--- src/iomx_regs.vh ---
// Constants for the increment, OR, move and pointer-load execute block.
// What this block does
// - Destination bit clear: result goes to working register, file untouched.
// - Destination bit set: result written back to the addressed file register.
// - Bank bit clear: operand addressed in the fixed access bank.
// - Bank bit set: address is low four bits of bank select register joined with operand.
// - Increment file adds one, updates carry, digit carry, negative, overflow, zero.
// - Increment skip if zero: zero result discards next word, two cycles.
// - Increment skip if nonzero: nonzero result discards next fetched word.
// - Skip over a two-word instruction takes three cycles in total.
// - Increment-and-skip instructions leave every status flag unchanged.
// - OR instruction ORs working register with file register into destination.
// - OR updates only negative and zero flags.
// - Pointer load puts a 12-bit literal into one of three pointers, flags kept.
// - Pointer load: two words, two cycles, high four bits first then low byte.
// - Move file copies file register to destination, updates negative and zero.
// - Move operand reaches any location of the 256-byte bank.
`ifndef IOMX_REGS_VH
`define IOMX_REGS_VH
`define IOMX_OP_HI_OR      4'h1
`define IOMX_OP_HI_INC     4'h2
`define IOMX_OP_HI_INSNZ   4'h4
`define IOMX_OP_HI_MOV     4'h5
`define IOMX_OP_HI_INSZ    4'h3
`define IOMX_OP_HI_LONG    4'hE
`define IOMX_OP_HI_EXT     4'hF
`define IOMX_SUB_INC       2'b10
`define IOMX_SUB_OR        2'b00
`define IOMX_SUB_PTR       4'hE
`define IOMX_BIT_D         9
`define IOMX_BIT_A         8
`define IOMX_ACCESS_BANK   4'h0
`define IOMX_PTR_COUNT     3
`define IOMX_FLAG_C        0
`define IOMX_FLAG_DC       1
`define IOMX_FLAG_Z        2
`define IOMX_FLAG_OV       3
`define IOMX_FLAG_N        4
`define IOMX_STATUS_RESET  5'h00
`endif

--- src/iomx_twoword_detect.v ---
// Recognition of the first word of a two-word instruction.
`timescale 1ns/1ps
`include "iomx_regs.vh"
module iomx_twoword_detect (
  instr_word,
  is_two_word
);
  input  wire [15:0] instr_word;
  output wire        is_two_word;

  // Long branches and calls, and the pointer load, take a second word.
  assign is_two_word = (instr_word[15:12] == `IOMX_OP_HI_LONG) &&
                       ((instr_word[11:8] == `IOMX_SUB_PTR) ||
                        (instr_word[11:8] == 4'hC) || (instr_word[11:9] == 3'b111));
endmodule // iomx_twoword_detect

--- src/iomx_execute.v ---
// Execute unit for increment, skip, OR, move and pointer-load instructions.
`timescale 1ns/1ps
`include "iomx_regs.vh"
module iomx_execute #(
  parameter PTR_W = 12
) (
  clk,
  resetn,
  instr_valid,
  instr_word,
  bank_select_register,
  file_rdata,
  file_addr,
  file_wdata,
  file_we,
  working_register,
  status_flags,
  ptr0_ff_out,
  ptr1_ff_out,
  ptr2_ff_out,
  phase,
  instr_taken,
  skip_active,
  exec_busy
);
  input  wire             clk;
  input  wire             resetn;
  input  wire             instr_valid;
  input  wire [15:0]      instr_word;
  input  wire [7:0]       bank_select_register;
  input  wire [7:0]       file_rdata;
  output reg  [11:0]      file_addr;
  output reg  [7:0]       file_wdata;
  output reg              file_we;
  output wire [7:0]       working_register;
  output wire [4:0]       status_flags;
  output wire [PTR_W-1:0] ptr0_ff_out;
  output wire [PTR_W-1:0] ptr1_ff_out;
  output wire [PTR_W-1:0] ptr2_ff_out;
  output wire [1:0]       phase;
  output wire             instr_taken;
  output wire             skip_active;
  output wire             exec_busy;

  // Per-instruction states.
  localparam ST_IDLE  = 2'd0;
  localparam ST_EXEC  = 2'd1;
  localparam ST_PTRLO = 2'd2;
  localparam ST_SKIP  = 2'd3;
  localparam PH_DEC   = 2'd0;
  localparam PH_READ  = 2'd1;
  localparam PH_PROC  = 2'd2;
  localparam PH_WRITE = 2'd3;

  reg  [1:0]       state_ff;
  reg  [1:0]       phase_ff;
  reg  [15:0]      instr_ff;
  reg  [7:0]       oper_ff;
  reg  [7:0]       result_ff;
  reg  [7:0]       working_register_ff;
  reg  [4:0]       flags_ff;
  reg  [3:0]       ptr_hi_ff;
  reg  [1:0]       ptr_sel_ff;
  reg              skip_ff;
  reg              skip2_ff;
  reg  [PTR_W-1:0] ptr_ff [0:`IOMX_PTR_COUNT-1];
  wire             two_word;
  wire [3:0]       op_hi;
  wire [1:0]       op_sub;
  wire             is_inc;
  wire             is_insz;
  wire             is_insnz;
  wire             is_or;
  wire             is_mov;
  wire             is_ptr;
  wire             dest_file;
  wire [8:0]       inc_sum;
  wire [1:0]       ptr_sel_now;
  reg  [7:0]       nxt_result;
  reg  [4:0]       nxt_flags;
  reg              nxt_skip;

  iomx_twoword_detect u_twoword (
    .instr_word  (instr_word),
    .is_two_word (two_word)
  );

  assign op_hi     = instr_ff[15:12];
  assign op_sub    = instr_ff[11:10];
  assign is_inc    = (op_hi == `IOMX_OP_HI_INC) && (op_sub == `IOMX_SUB_INC);
  assign is_insz   = (op_hi == `IOMX_OP_HI_INSZ) && (op_sub == 2'b11);
  assign is_insnz  = (op_hi == `IOMX_OP_HI_INSNZ) && (op_sub == `IOMX_SUB_INC);
  assign is_or     = (op_hi == `IOMX_OP_HI_OR) && (op_sub == `IOMX_SUB_OR);
  assign is_mov    = (op_hi == `IOMX_OP_HI_MOV) && (op_sub == `IOMX_SUB_OR);
  assign is_ptr    = (op_hi == `IOMX_OP_HI_LONG) && (instr_ff[11:8] == `IOMX_SUB_PTR);
  assign dest_file = instr_ff[`IOMX_BIT_D];
  assign inc_sum   = {1'b0, oper_ff} + 9'h001;
  assign ptr_sel_now = (instr_ff[5:4] > 2'd2) ? 2'd2 : instr_ff[5:4];

  // Handshake: a new word is taken only in the decode phase of an idle or ending cycle.
  assign phase        = phase_ff;
  assign exec_busy    = (state_ff != ST_IDLE);
  assign instr_taken  = instr_valid && (phase_ff == PH_DEC);
  assign skip_active  = (state_ff == ST_SKIP);
  assign working_register = working_register_ff;
  assign status_flags     = flags_ff;
  assign ptr0_ff_out = ptr_ff[0];
  assign ptr1_ff_out = ptr_ff[1];
  assign ptr2_ff_out = ptr_ff[2];

  // Result and flag computation for the process phase.
  always @* begin
    nxt_result = oper_ff;
    nxt_flags  = flags_ff;
    nxt_skip   = 1'b0;
    if (is_inc || is_insz || is_insnz) begin
      nxt_result = inc_sum[7:0];
    end else if (is_or) begin
      nxt_result = working_register_ff | oper_ff;
    end
    if (is_inc) begin
      nxt_flags[`IOMX_FLAG_C]  = inc_sum[8];
      nxt_flags[`IOMX_FLAG_DC] = (oper_ff[3:0] == 4'hF);
      nxt_flags[`IOMX_FLAG_OV] = (oper_ff == 8'h7F);
      nxt_flags[`IOMX_FLAG_N]  = inc_sum[7];
      nxt_flags[`IOMX_FLAG_Z]  = (inc_sum[7:0] == 8'h00);
    end else if (is_or || is_mov) begin
      // Carry, digit carry and overflow are kept untouched here.
      nxt_flags[`IOMX_FLAG_N] = nxt_result[7];
      nxt_flags[`IOMX_FLAG_Z] = (nxt_result == 8'h00);
    end
    // Skip forms keep all flags; only the skip decision is made.
    if (is_insz) begin
      nxt_skip = (inc_sum[7:0] == 8'h00);
    end else if (is_insnz) begin
      nxt_skip = (inc_sum[7:0] != 8'h00);
    end
  end

  // Phase counter: four phases make one instruction cycle.
  always @(posedge clk) begin
    if (!resetn) begin
      phase_ff <= PH_DEC;
    end else begin
      phase_ff <= phase_ff + 2'd1;
    end
  end

  // Sequencer, data path and register file writes.
  always @(posedge clk) begin
    if (!resetn) begin
      state_ff   <= ST_IDLE;
      instr_ff   <= 16'h0000;
      oper_ff    <= 8'h00;
      result_ff  <= 8'h00;
      working_register_ff    <= 8'h00;
      flags_ff   <= `IOMX_STATUS_RESET;
      ptr_hi_ff  <= 4'h0;
      ptr_sel_ff <= 2'd0;
      skip_ff    <= 1'b0;
      skip2_ff   <= 1'b0;
      file_addr  <= 12'h000;
      file_wdata <= 8'h00;
      file_we    <= 1'b0;
      ptr_ff[0]  <= {PTR_W{1'b0}};
      ptr_ff[1]  <= {PTR_W{1'b0}};
      ptr_ff[2]  <= {PTR_W{1'b0}};
    end else begin
      file_we <= 1'b0;
      case (phase_ff)
        PH_DEC: begin
          // A skipped word, and the second word of a skipped pair, run as no-operation.
          if (skip_ff) begin
            state_ff <= ST_SKIP;
            skip_ff  <= 1'b0;
            skip2_ff <= instr_valid && two_word;
            instr_ff <= 16'h0000;
          end else if (skip2_ff) begin
            state_ff <= ST_SKIP;
            skip2_ff <= 1'b0;
            instr_ff <= 16'h0000;
          end else if (state_ff == ST_PTRLO) begin
            state_ff <= ST_IDLE;
            if (instr_valid) begin
              ptr_ff[ptr_sel_ff] <= {ptr_hi_ff, instr_word[7:0]};
            end
          end else if (instr_valid) begin
            instr_ff <= instr_word;
            state_ff <= ST_EXEC;
            // Operand address from the access bank or the selected bank.
            if (instr_word[`IOMX_BIT_A]) begin
              file_addr <= {bank_select_register[3:0], instr_word[7:0]};
            end else begin
              file_addr <= {`IOMX_ACCESS_BANK, instr_word[7:0]};
            end
          end else begin
            state_ff <= ST_IDLE;
          end
        end
        PH_READ: begin
          oper_ff <= file_rdata;
        end
        PH_PROC: begin
          if (state_ff == ST_EXEC) begin
            result_ff <= nxt_result;
          end
        end
        default: begin
          if (state_ff == ST_EXEC) begin
            if (is_ptr) begin
              // High part lands in the first cycle, low byte waits for word two.
              ptr_ff[ptr_sel_now] <= {instr_ff[3:0], ptr_ff[ptr_sel_now][7:0]};
              ptr_hi_ff  <= instr_ff[3:0];
              ptr_sel_ff <= ptr_sel_now;
              state_ff   <= ST_PTRLO;
            end else if (is_inc || is_insz || is_insnz || is_or || is_mov) begin
              flags_ff <= nxt_flags;
              skip_ff  <= nxt_skip;
              if (dest_file) begin
                file_wdata <= result_ff;
                file_we    <= 1'b1;
              end else begin
                working_register_ff <= result_ff;
              end
              state_ff <= ST_IDLE;
            end else begin
              state_ff <= ST_IDLE;
            end
          end else if (state_ff == ST_SKIP) begin
            state_ff <= ST_IDLE;
          end
        end
      endcase
    end
  end
endmodule // iomx_execute

--- config.mk ---
export PLATFORM = sky130hd
export DESIGN_NAME = iomx_execute
export DESIGN_NICKNAME = d
export VERILOG_FILES = /design/src/iomx_twoword_detect.v /design/src/iomx_execute.v
export VERILOG_INCLUDE_DIRS = /design/src /design/src/src
export SDC_FILE = /design/constraint.sdc
export NUM_CORES = 1
export LEC_CHECK = 0
export CAP_MARGIN = 20
export CORE_UTILIZATION = 55
export DETAILED_ROUTE_END_ITERATION = 7
export DONT_BUFFER_PORTS = 1
export HOLD_SLACK_MARGIN = 0.15
export PLACE_DENSITY_LB_ADDON = 0.2
export SETUP_SLACK_MARGIN = 0.3
export SLEW_MARGIN = 30
export SYNTH_ARGS = -nofsm -noshare
export SYNTH_HDL_FRONTEND = slang
export SYNTH_SLANG_ARGS = --single-unit
--- constraint.sdc ---
create_clock -name clk -period 6.4 [get_ports clk]
set_input_delay 1.28 -clock clk [delete_from_list [all_inputs] [get_ports clk]]
set_output_delay 1.28 -clock clk [all_outputs]
set_load 0.02 [all_outputs]
# Word-level counts from Yosys, hierarchy flattened
# Memory sizes are Yosys's and may differ from the RTL's.
# Cells that the tools add are included.
dict set report word_totals {
  ramBits 36
  regBits 78
  mem_count 1
  output_inout_bits 75
  elab_cells 143
  input_bits 35
}
dict set report classes {
  bitwise_logic 11
  n_eq_ne 23
  n_lt_le_gt_ge 1
  addsub 2
  mux 47
  reduce_logical 43
}
# memory depth width rd rd_ports_with_merged_regs wr line
set mem_list {}
lappend mem_list {ptr_ff 3 12 3 0 3 iomx_execute.v:66} ;# reg [PTR_W-1:0] ptr_ff [0:`IOMX_PTR_COUNT-1];
# cell count
set op_table {}
lappend op_table {{$mux W16} 4}
lappend op_table {{$mux W12} 3}
lappend op_table {{$mux W1} 27}
lappend op_table {{$reduce_and A5 Y1} 5}
lappend op_table {{$eq A4 B4 Y1 const B} 6}
lappend op_table {{$reduce_or A12 Y1} 2}
lappend op_table {{$mux W2} 9}
lappend op_table {{$logic_not A8 Y1} 2}
lappend op_table {{$mux W8} 2}
lappend op_table {{$eq A2 B2 Y1 const B} 5}
lappend op_table {{$not A1 Y1} 10}
lappend op_table {{$add A8 B1 Y9 const B} 1}
lappend op_table {{$logic_and A1 B1 Y1} 9}
lappend op_table {{$eq A4 B2 Y1 const B} 2}
lappend op_table {{$eq A4 B3 Y1 const B} 2}
lappend op_table {{$eq A8 B7 Y1 const B} 1}
lappend op_table {{$or A8 B8 Y8} 1}
lappend op_table {{$reduce_bool A2 Y1} 4}
lappend op_table {{$reduce_bool A8 Y1} 1}
lappend op_table {{$logic_or A1 B1 Y1} 7}
lappend op_table {{$reduce_or A7 Y1} 1}
lappend op_table {{$reduce_and A2 Y1} 3}
lappend op_table {{$reduce_and A3 Y1} 2}
lappend op_table {{$reduce_bool A3 Y1} 2}
lappend op_table {{other kinds (14)} 16}

# Longest topological paths before layout
dict set report depth {
  depth_word 10
  ltp_mapped 9
  ltp_nobuf 8
}

# Modules after synthesis
# From an unflattened synthesis, not the netlist that was laid out.
dict set report unflattened {
  hier_cells 509
  hier_area_um2 5056.1
}
# module cells_each area_each_um2 n_inst seq_area_each_um2
set modules_own_cells {}
lappend modules_own_cells {iomx_execute 505 5027.3 1 2602.5}
lappend modules_own_cells {iomx_twoword_detect 4 28.8 1 0.0}

# Worst setup path before layout
# Ideal clock, no wire load.
dict set report synth_path {
  kind {input -> register}
  from {input port resetn}
  to {memory ptr_ff[1][0], enable pin}
  t_arrival_ps 2491
  stages 6
  setup_time_ps 334
  slack_ps 3575
  n_path_buf 2
  t_required_ps 6066
  path_cell_list {buf_6 > and3_1 > buf_2 > or3_1 > a21oi_4 > nand2b_1}
}
# item line
set synth_rtl {}
lappend synth_rtl {{start, declared} iomx_execute.v:27} ;# input wire resetn;
lappend synth_rtl {{end, declared} iomx_execute.v:66}

# Worst setup path in the final report
dict set report layout_path {
  from {register phase_ff[0], in the netlist phase[0]}
  to {output port instr_taken}
}
dict set report layout_between {
  elab_chain_len 2
}
# item line
set layout_lines {}
lappend layout_lines {{start, declared} iomx_execute.v:56} ;# reg [1:0] phase_ff;
lappend layout_lines {{start signal, assigned} iomx_execute.v:145} ;# phase_ff <= phase_ff + 2'd1;
lappend layout_lines {{$logic_not A2 Y1} iomx_execute.v:103} ;# assign instr_taken = instr_valid && (phase_ff == PH_DEC);
lappend layout_lines {{$logic_and A1 B1 Y1} iomx_execute.v:103}
lappend layout_lines {{end, declared} iomx_execute.v:41} ;# output wire instr_taken;
# Every way passes these cells.

==> results_dict.tcl <==
set metrics [dict create \
    postRouteAntennaNets 0 \
    coreArea_um2 8810 \
    wl_per_cell_um 17.1 \
    grt_pass1_wl_um 15700 \
    synthSimpleGateAreaFrac 0.241 \
    crit_family "flip-flops" \
    slew_headroom 0.454 \
    holdWs_ns 0.489 \
    setup_tns_ns 0 \
    crit_path_start "phase[0]" \
    drt_pass1_iterations 8 \
    critPathBufInv 2 \
    synth_flop_cell "dfxtp_1" \
    ys_types 70 \
    status "finished, violations left" \
    grt_use_total 0.207 \
    synthTopCellsByCount "dfxtp_1, nand2_1, nor2b_1" \
    ys_seq_area_frac 0.514 \
    max_freq_mhz 340 \
    slew_violations 0 \
    initial_core_util 0.575 \
    clkSinkCount 112 \
    worstHoldStart "ptr_hi_ff[0]" \
    grt_pass1_vias 3156 \
    synth_top_family_by_area "simple AND/OR/NAND/NOR gates" \
    synth_xor_area_frac 0.00173 \
    synthMuxAreaShare 0.0731 \
    first_iter_violations 100 \
    clk_pin_slew_ns 0.11 \
    dieArea_um2 9600 \
    area_delta_synth_final_pct 3.65 \
    gp_congestion 0.779 \
    p_seq_frac 0.613 \
    synth_area_um2 5070 \
    timing.rr.start "instr_ff[10]" \
    syn_area_per_cell_um2 10.6 \
    die_h_um 98.0 \
    cts_tree "done" \
    critPathArrivalTime_ns 1.67 \
    p_per_area_nw_per_um2 251 \
    worstPathRequired_ns 5.12 \
    switching_share 0.276 \
    overflow 0 \
    period_share 0.460 \
    tightestPinTransition_ns 0.812 \
    synth_edf_count 36 \
    fin_skew_ns 0.0175 \
    grt_setup_unrepaired "no" \
    post-route-util 0.596 \
    crit_chain "inv_1 > ha_1 > nand2_1 > inv_1" \
    synth_fp_nets 518 \
    stdcell_area_um2 5250 \
    numCtsBuffers 9 \
    yosysWarnings 0 \
    num_vias 3396 \
    synthAdderAreaFrac 0.0123 \
    cts_resized 0 \
    nets 505 \
    synth_area_leaders "dfxtp_1, edfxtp_1, mux2i_1" \
    pin_count 110 \
    n_antenna_cell 0 \
    synth_seq_cells 112 \
    synthMostInstantiatedCell "dfxtp_1" \
    synth-compound-area-share 0.119 \
    crit_path_max_incr_delay_ns 0.55 \
    hold_viol_final 0 \
    clkPwrFrac 0.313 \
    hold_path.class "flip-flop to flip-flop" \
    fill_cells 726 \
    slowest_stage "dfxtp_1" \
    antenna_found_initial 0 \
    placed_area_um2 5060 \
    wirelength_um 9900 \
    clockBufferDepth 2 \
    drv_cap 0 \
    total_power_uw 1320 \
    p_leak_uw 0.00190 \
    num_rows 34 \
    h-tree-depth 3 \
    cts-root-buf "clkbuf_8" \
    vias_per_cell 5.88 \
    synthCells 478 \
    port_buffers 0 \
    crit_type "flip-flop to primary output" \
    internal-power_uw 955 \
    die_w_um 98.0 \
    insertion_delay_ns 0.38 \
    drive_gt1_frac 0.0979 \
    combinationalPowerShare 0.073 \
    cts_hold_buf 0 \
    crit_path_start_kind "flip-flop" \
    setup_violations 0 \
    synth_top_cell_by_area "dfxtp_1" \
    crit_fanout 9 \
    crit_top_cell "inv_1" \
    yosysTopAreaCellShare 0.300 \
    power_switching_uw 363 \
    post_cts_buffers 0 \
    post-route-drc-count 12 \
    violations "DRC" \
    hpwl_um 7000 \
    cp-end-kind "primary output" \
    vdd_drop_max_v 0.000152 \
    ys_async_sr_fraction 0 \
    min_period_ns 2.95 \
    grt_start_max_net_pins 83 \
]
==> area by class of cell <==
type / instances / area, um2 / area share
Multi-Input combinational cell: 331 / 2270 / 0.432
Clock buffer: 9 / 124 / 0.0236
Clock inverter: 7 / 71.3 / 0.0136
Timing Repair Buffer: 2 / 15.0 / 0.00286
Tap cell: 108 / 135 / 0.0257
Inverter: 9 / 33.8 / 0.00643
Sequential cell: 112 / 2600 / 0.495
==> layout by cell type, fill, tap and decap left out, types with 6 or more instances in the layout <==
cell,count
a21boi_0,20
nor2_1,26
dfxtp_1,76
a221oi_1,6
nor3_1,10
clkbuf_8,9
a21oi_1,6
nand3_1,9
mux2i_1,37
inv_1,9
and3_1,23
nor2b_1,46
a22oi_1,8
edfxtp_1,36
nand2_1,57
==> cell families after synthesis <==
| kind of cell | count (synthesis) |
|---|---|
| compound gates | 76 |
| xor+xnor | 1 |
| simple gates | 212 |
| flops | 112 |
| mux | 37 |
| buf+inv | 35 |
| fa+ha+maj | 5 |
==> layer usage <==
layer | share of wire | up-vias | routed length (um) | GRT usage
li1 | - | 1674 | - | -
met1 | 0.43 | 1603 | 4280 | 0.249
met2 | 0.48 | 102 | 4760 | 0.351
met3 | 0.067 | 17 | 665 | 0.0551
met4 | 0.020 | 0 | 198 | 0.0839
met5 | 0 | - | 0 | 0
==> power by group through the flow <==
stage	Combinational [uW]	Sequential [uW]	Clock (uW)
finish	96.7	808	413
global route	108	812	441
CTS	97.3	808	419
detailed placement	97.1	824	0
global placement	94.7	823	0
floorplan	94.5	812	0
==> metrics by stage <==
| stage | setup slack, ns | std cells |
|---|---|---|
| floorplan | 3.57 | 478 |
| CTS | 3.43 | 578 |
| global placement | 3.44 | 562 |
| detailed placement | 3.39 | 562 |
| global route | 3.13 | 578 |
| finish | 3.45 | 578 |
==> registers in the layout, summed over array words and instances (netlist names) <==
| signal | cells |
|---|---|
| state_ff | 2 |
| instr_ff | 14 |
| ptr_hi_ff | 4 |
| working_register | 8 |
| file_addr | 12 |
| result_ff | 8 |
| ptr_ff | 36 |
| ptr_sel_ff | 2 |
| skip_ff | 1 |
| file_we | 1 |
| oper_ff | 8 |
| phase | 2 |
| skip2_ff | 1 |
| status_flags | 5 |
| file_wdata | 8 |
==> path summary, 6_finish.rpt <==
check / cells after the start / slack, ns / to
hold reg to reg: 1 / 0.49 / ptr_hi_ff[0]
setup / recovery: 4 / 3.45 / instr_taken
setup reg to reg: 6 / 3.48 / ptr_ff[2][2]
hold / removal: 1 / 0.49 / ptr_hi_ff[0]
==> worst reg2reg max path, delay by kind of cell, from the launching register on <==
kind / cells / cell delay, ns
AOI/OAI and AO/OA: 1 / 0.12
and+or+nand+nor: 5 / 1.94
DFF: 1 / 0.59
Note: power is estimated with default switching activity, not from simulation.
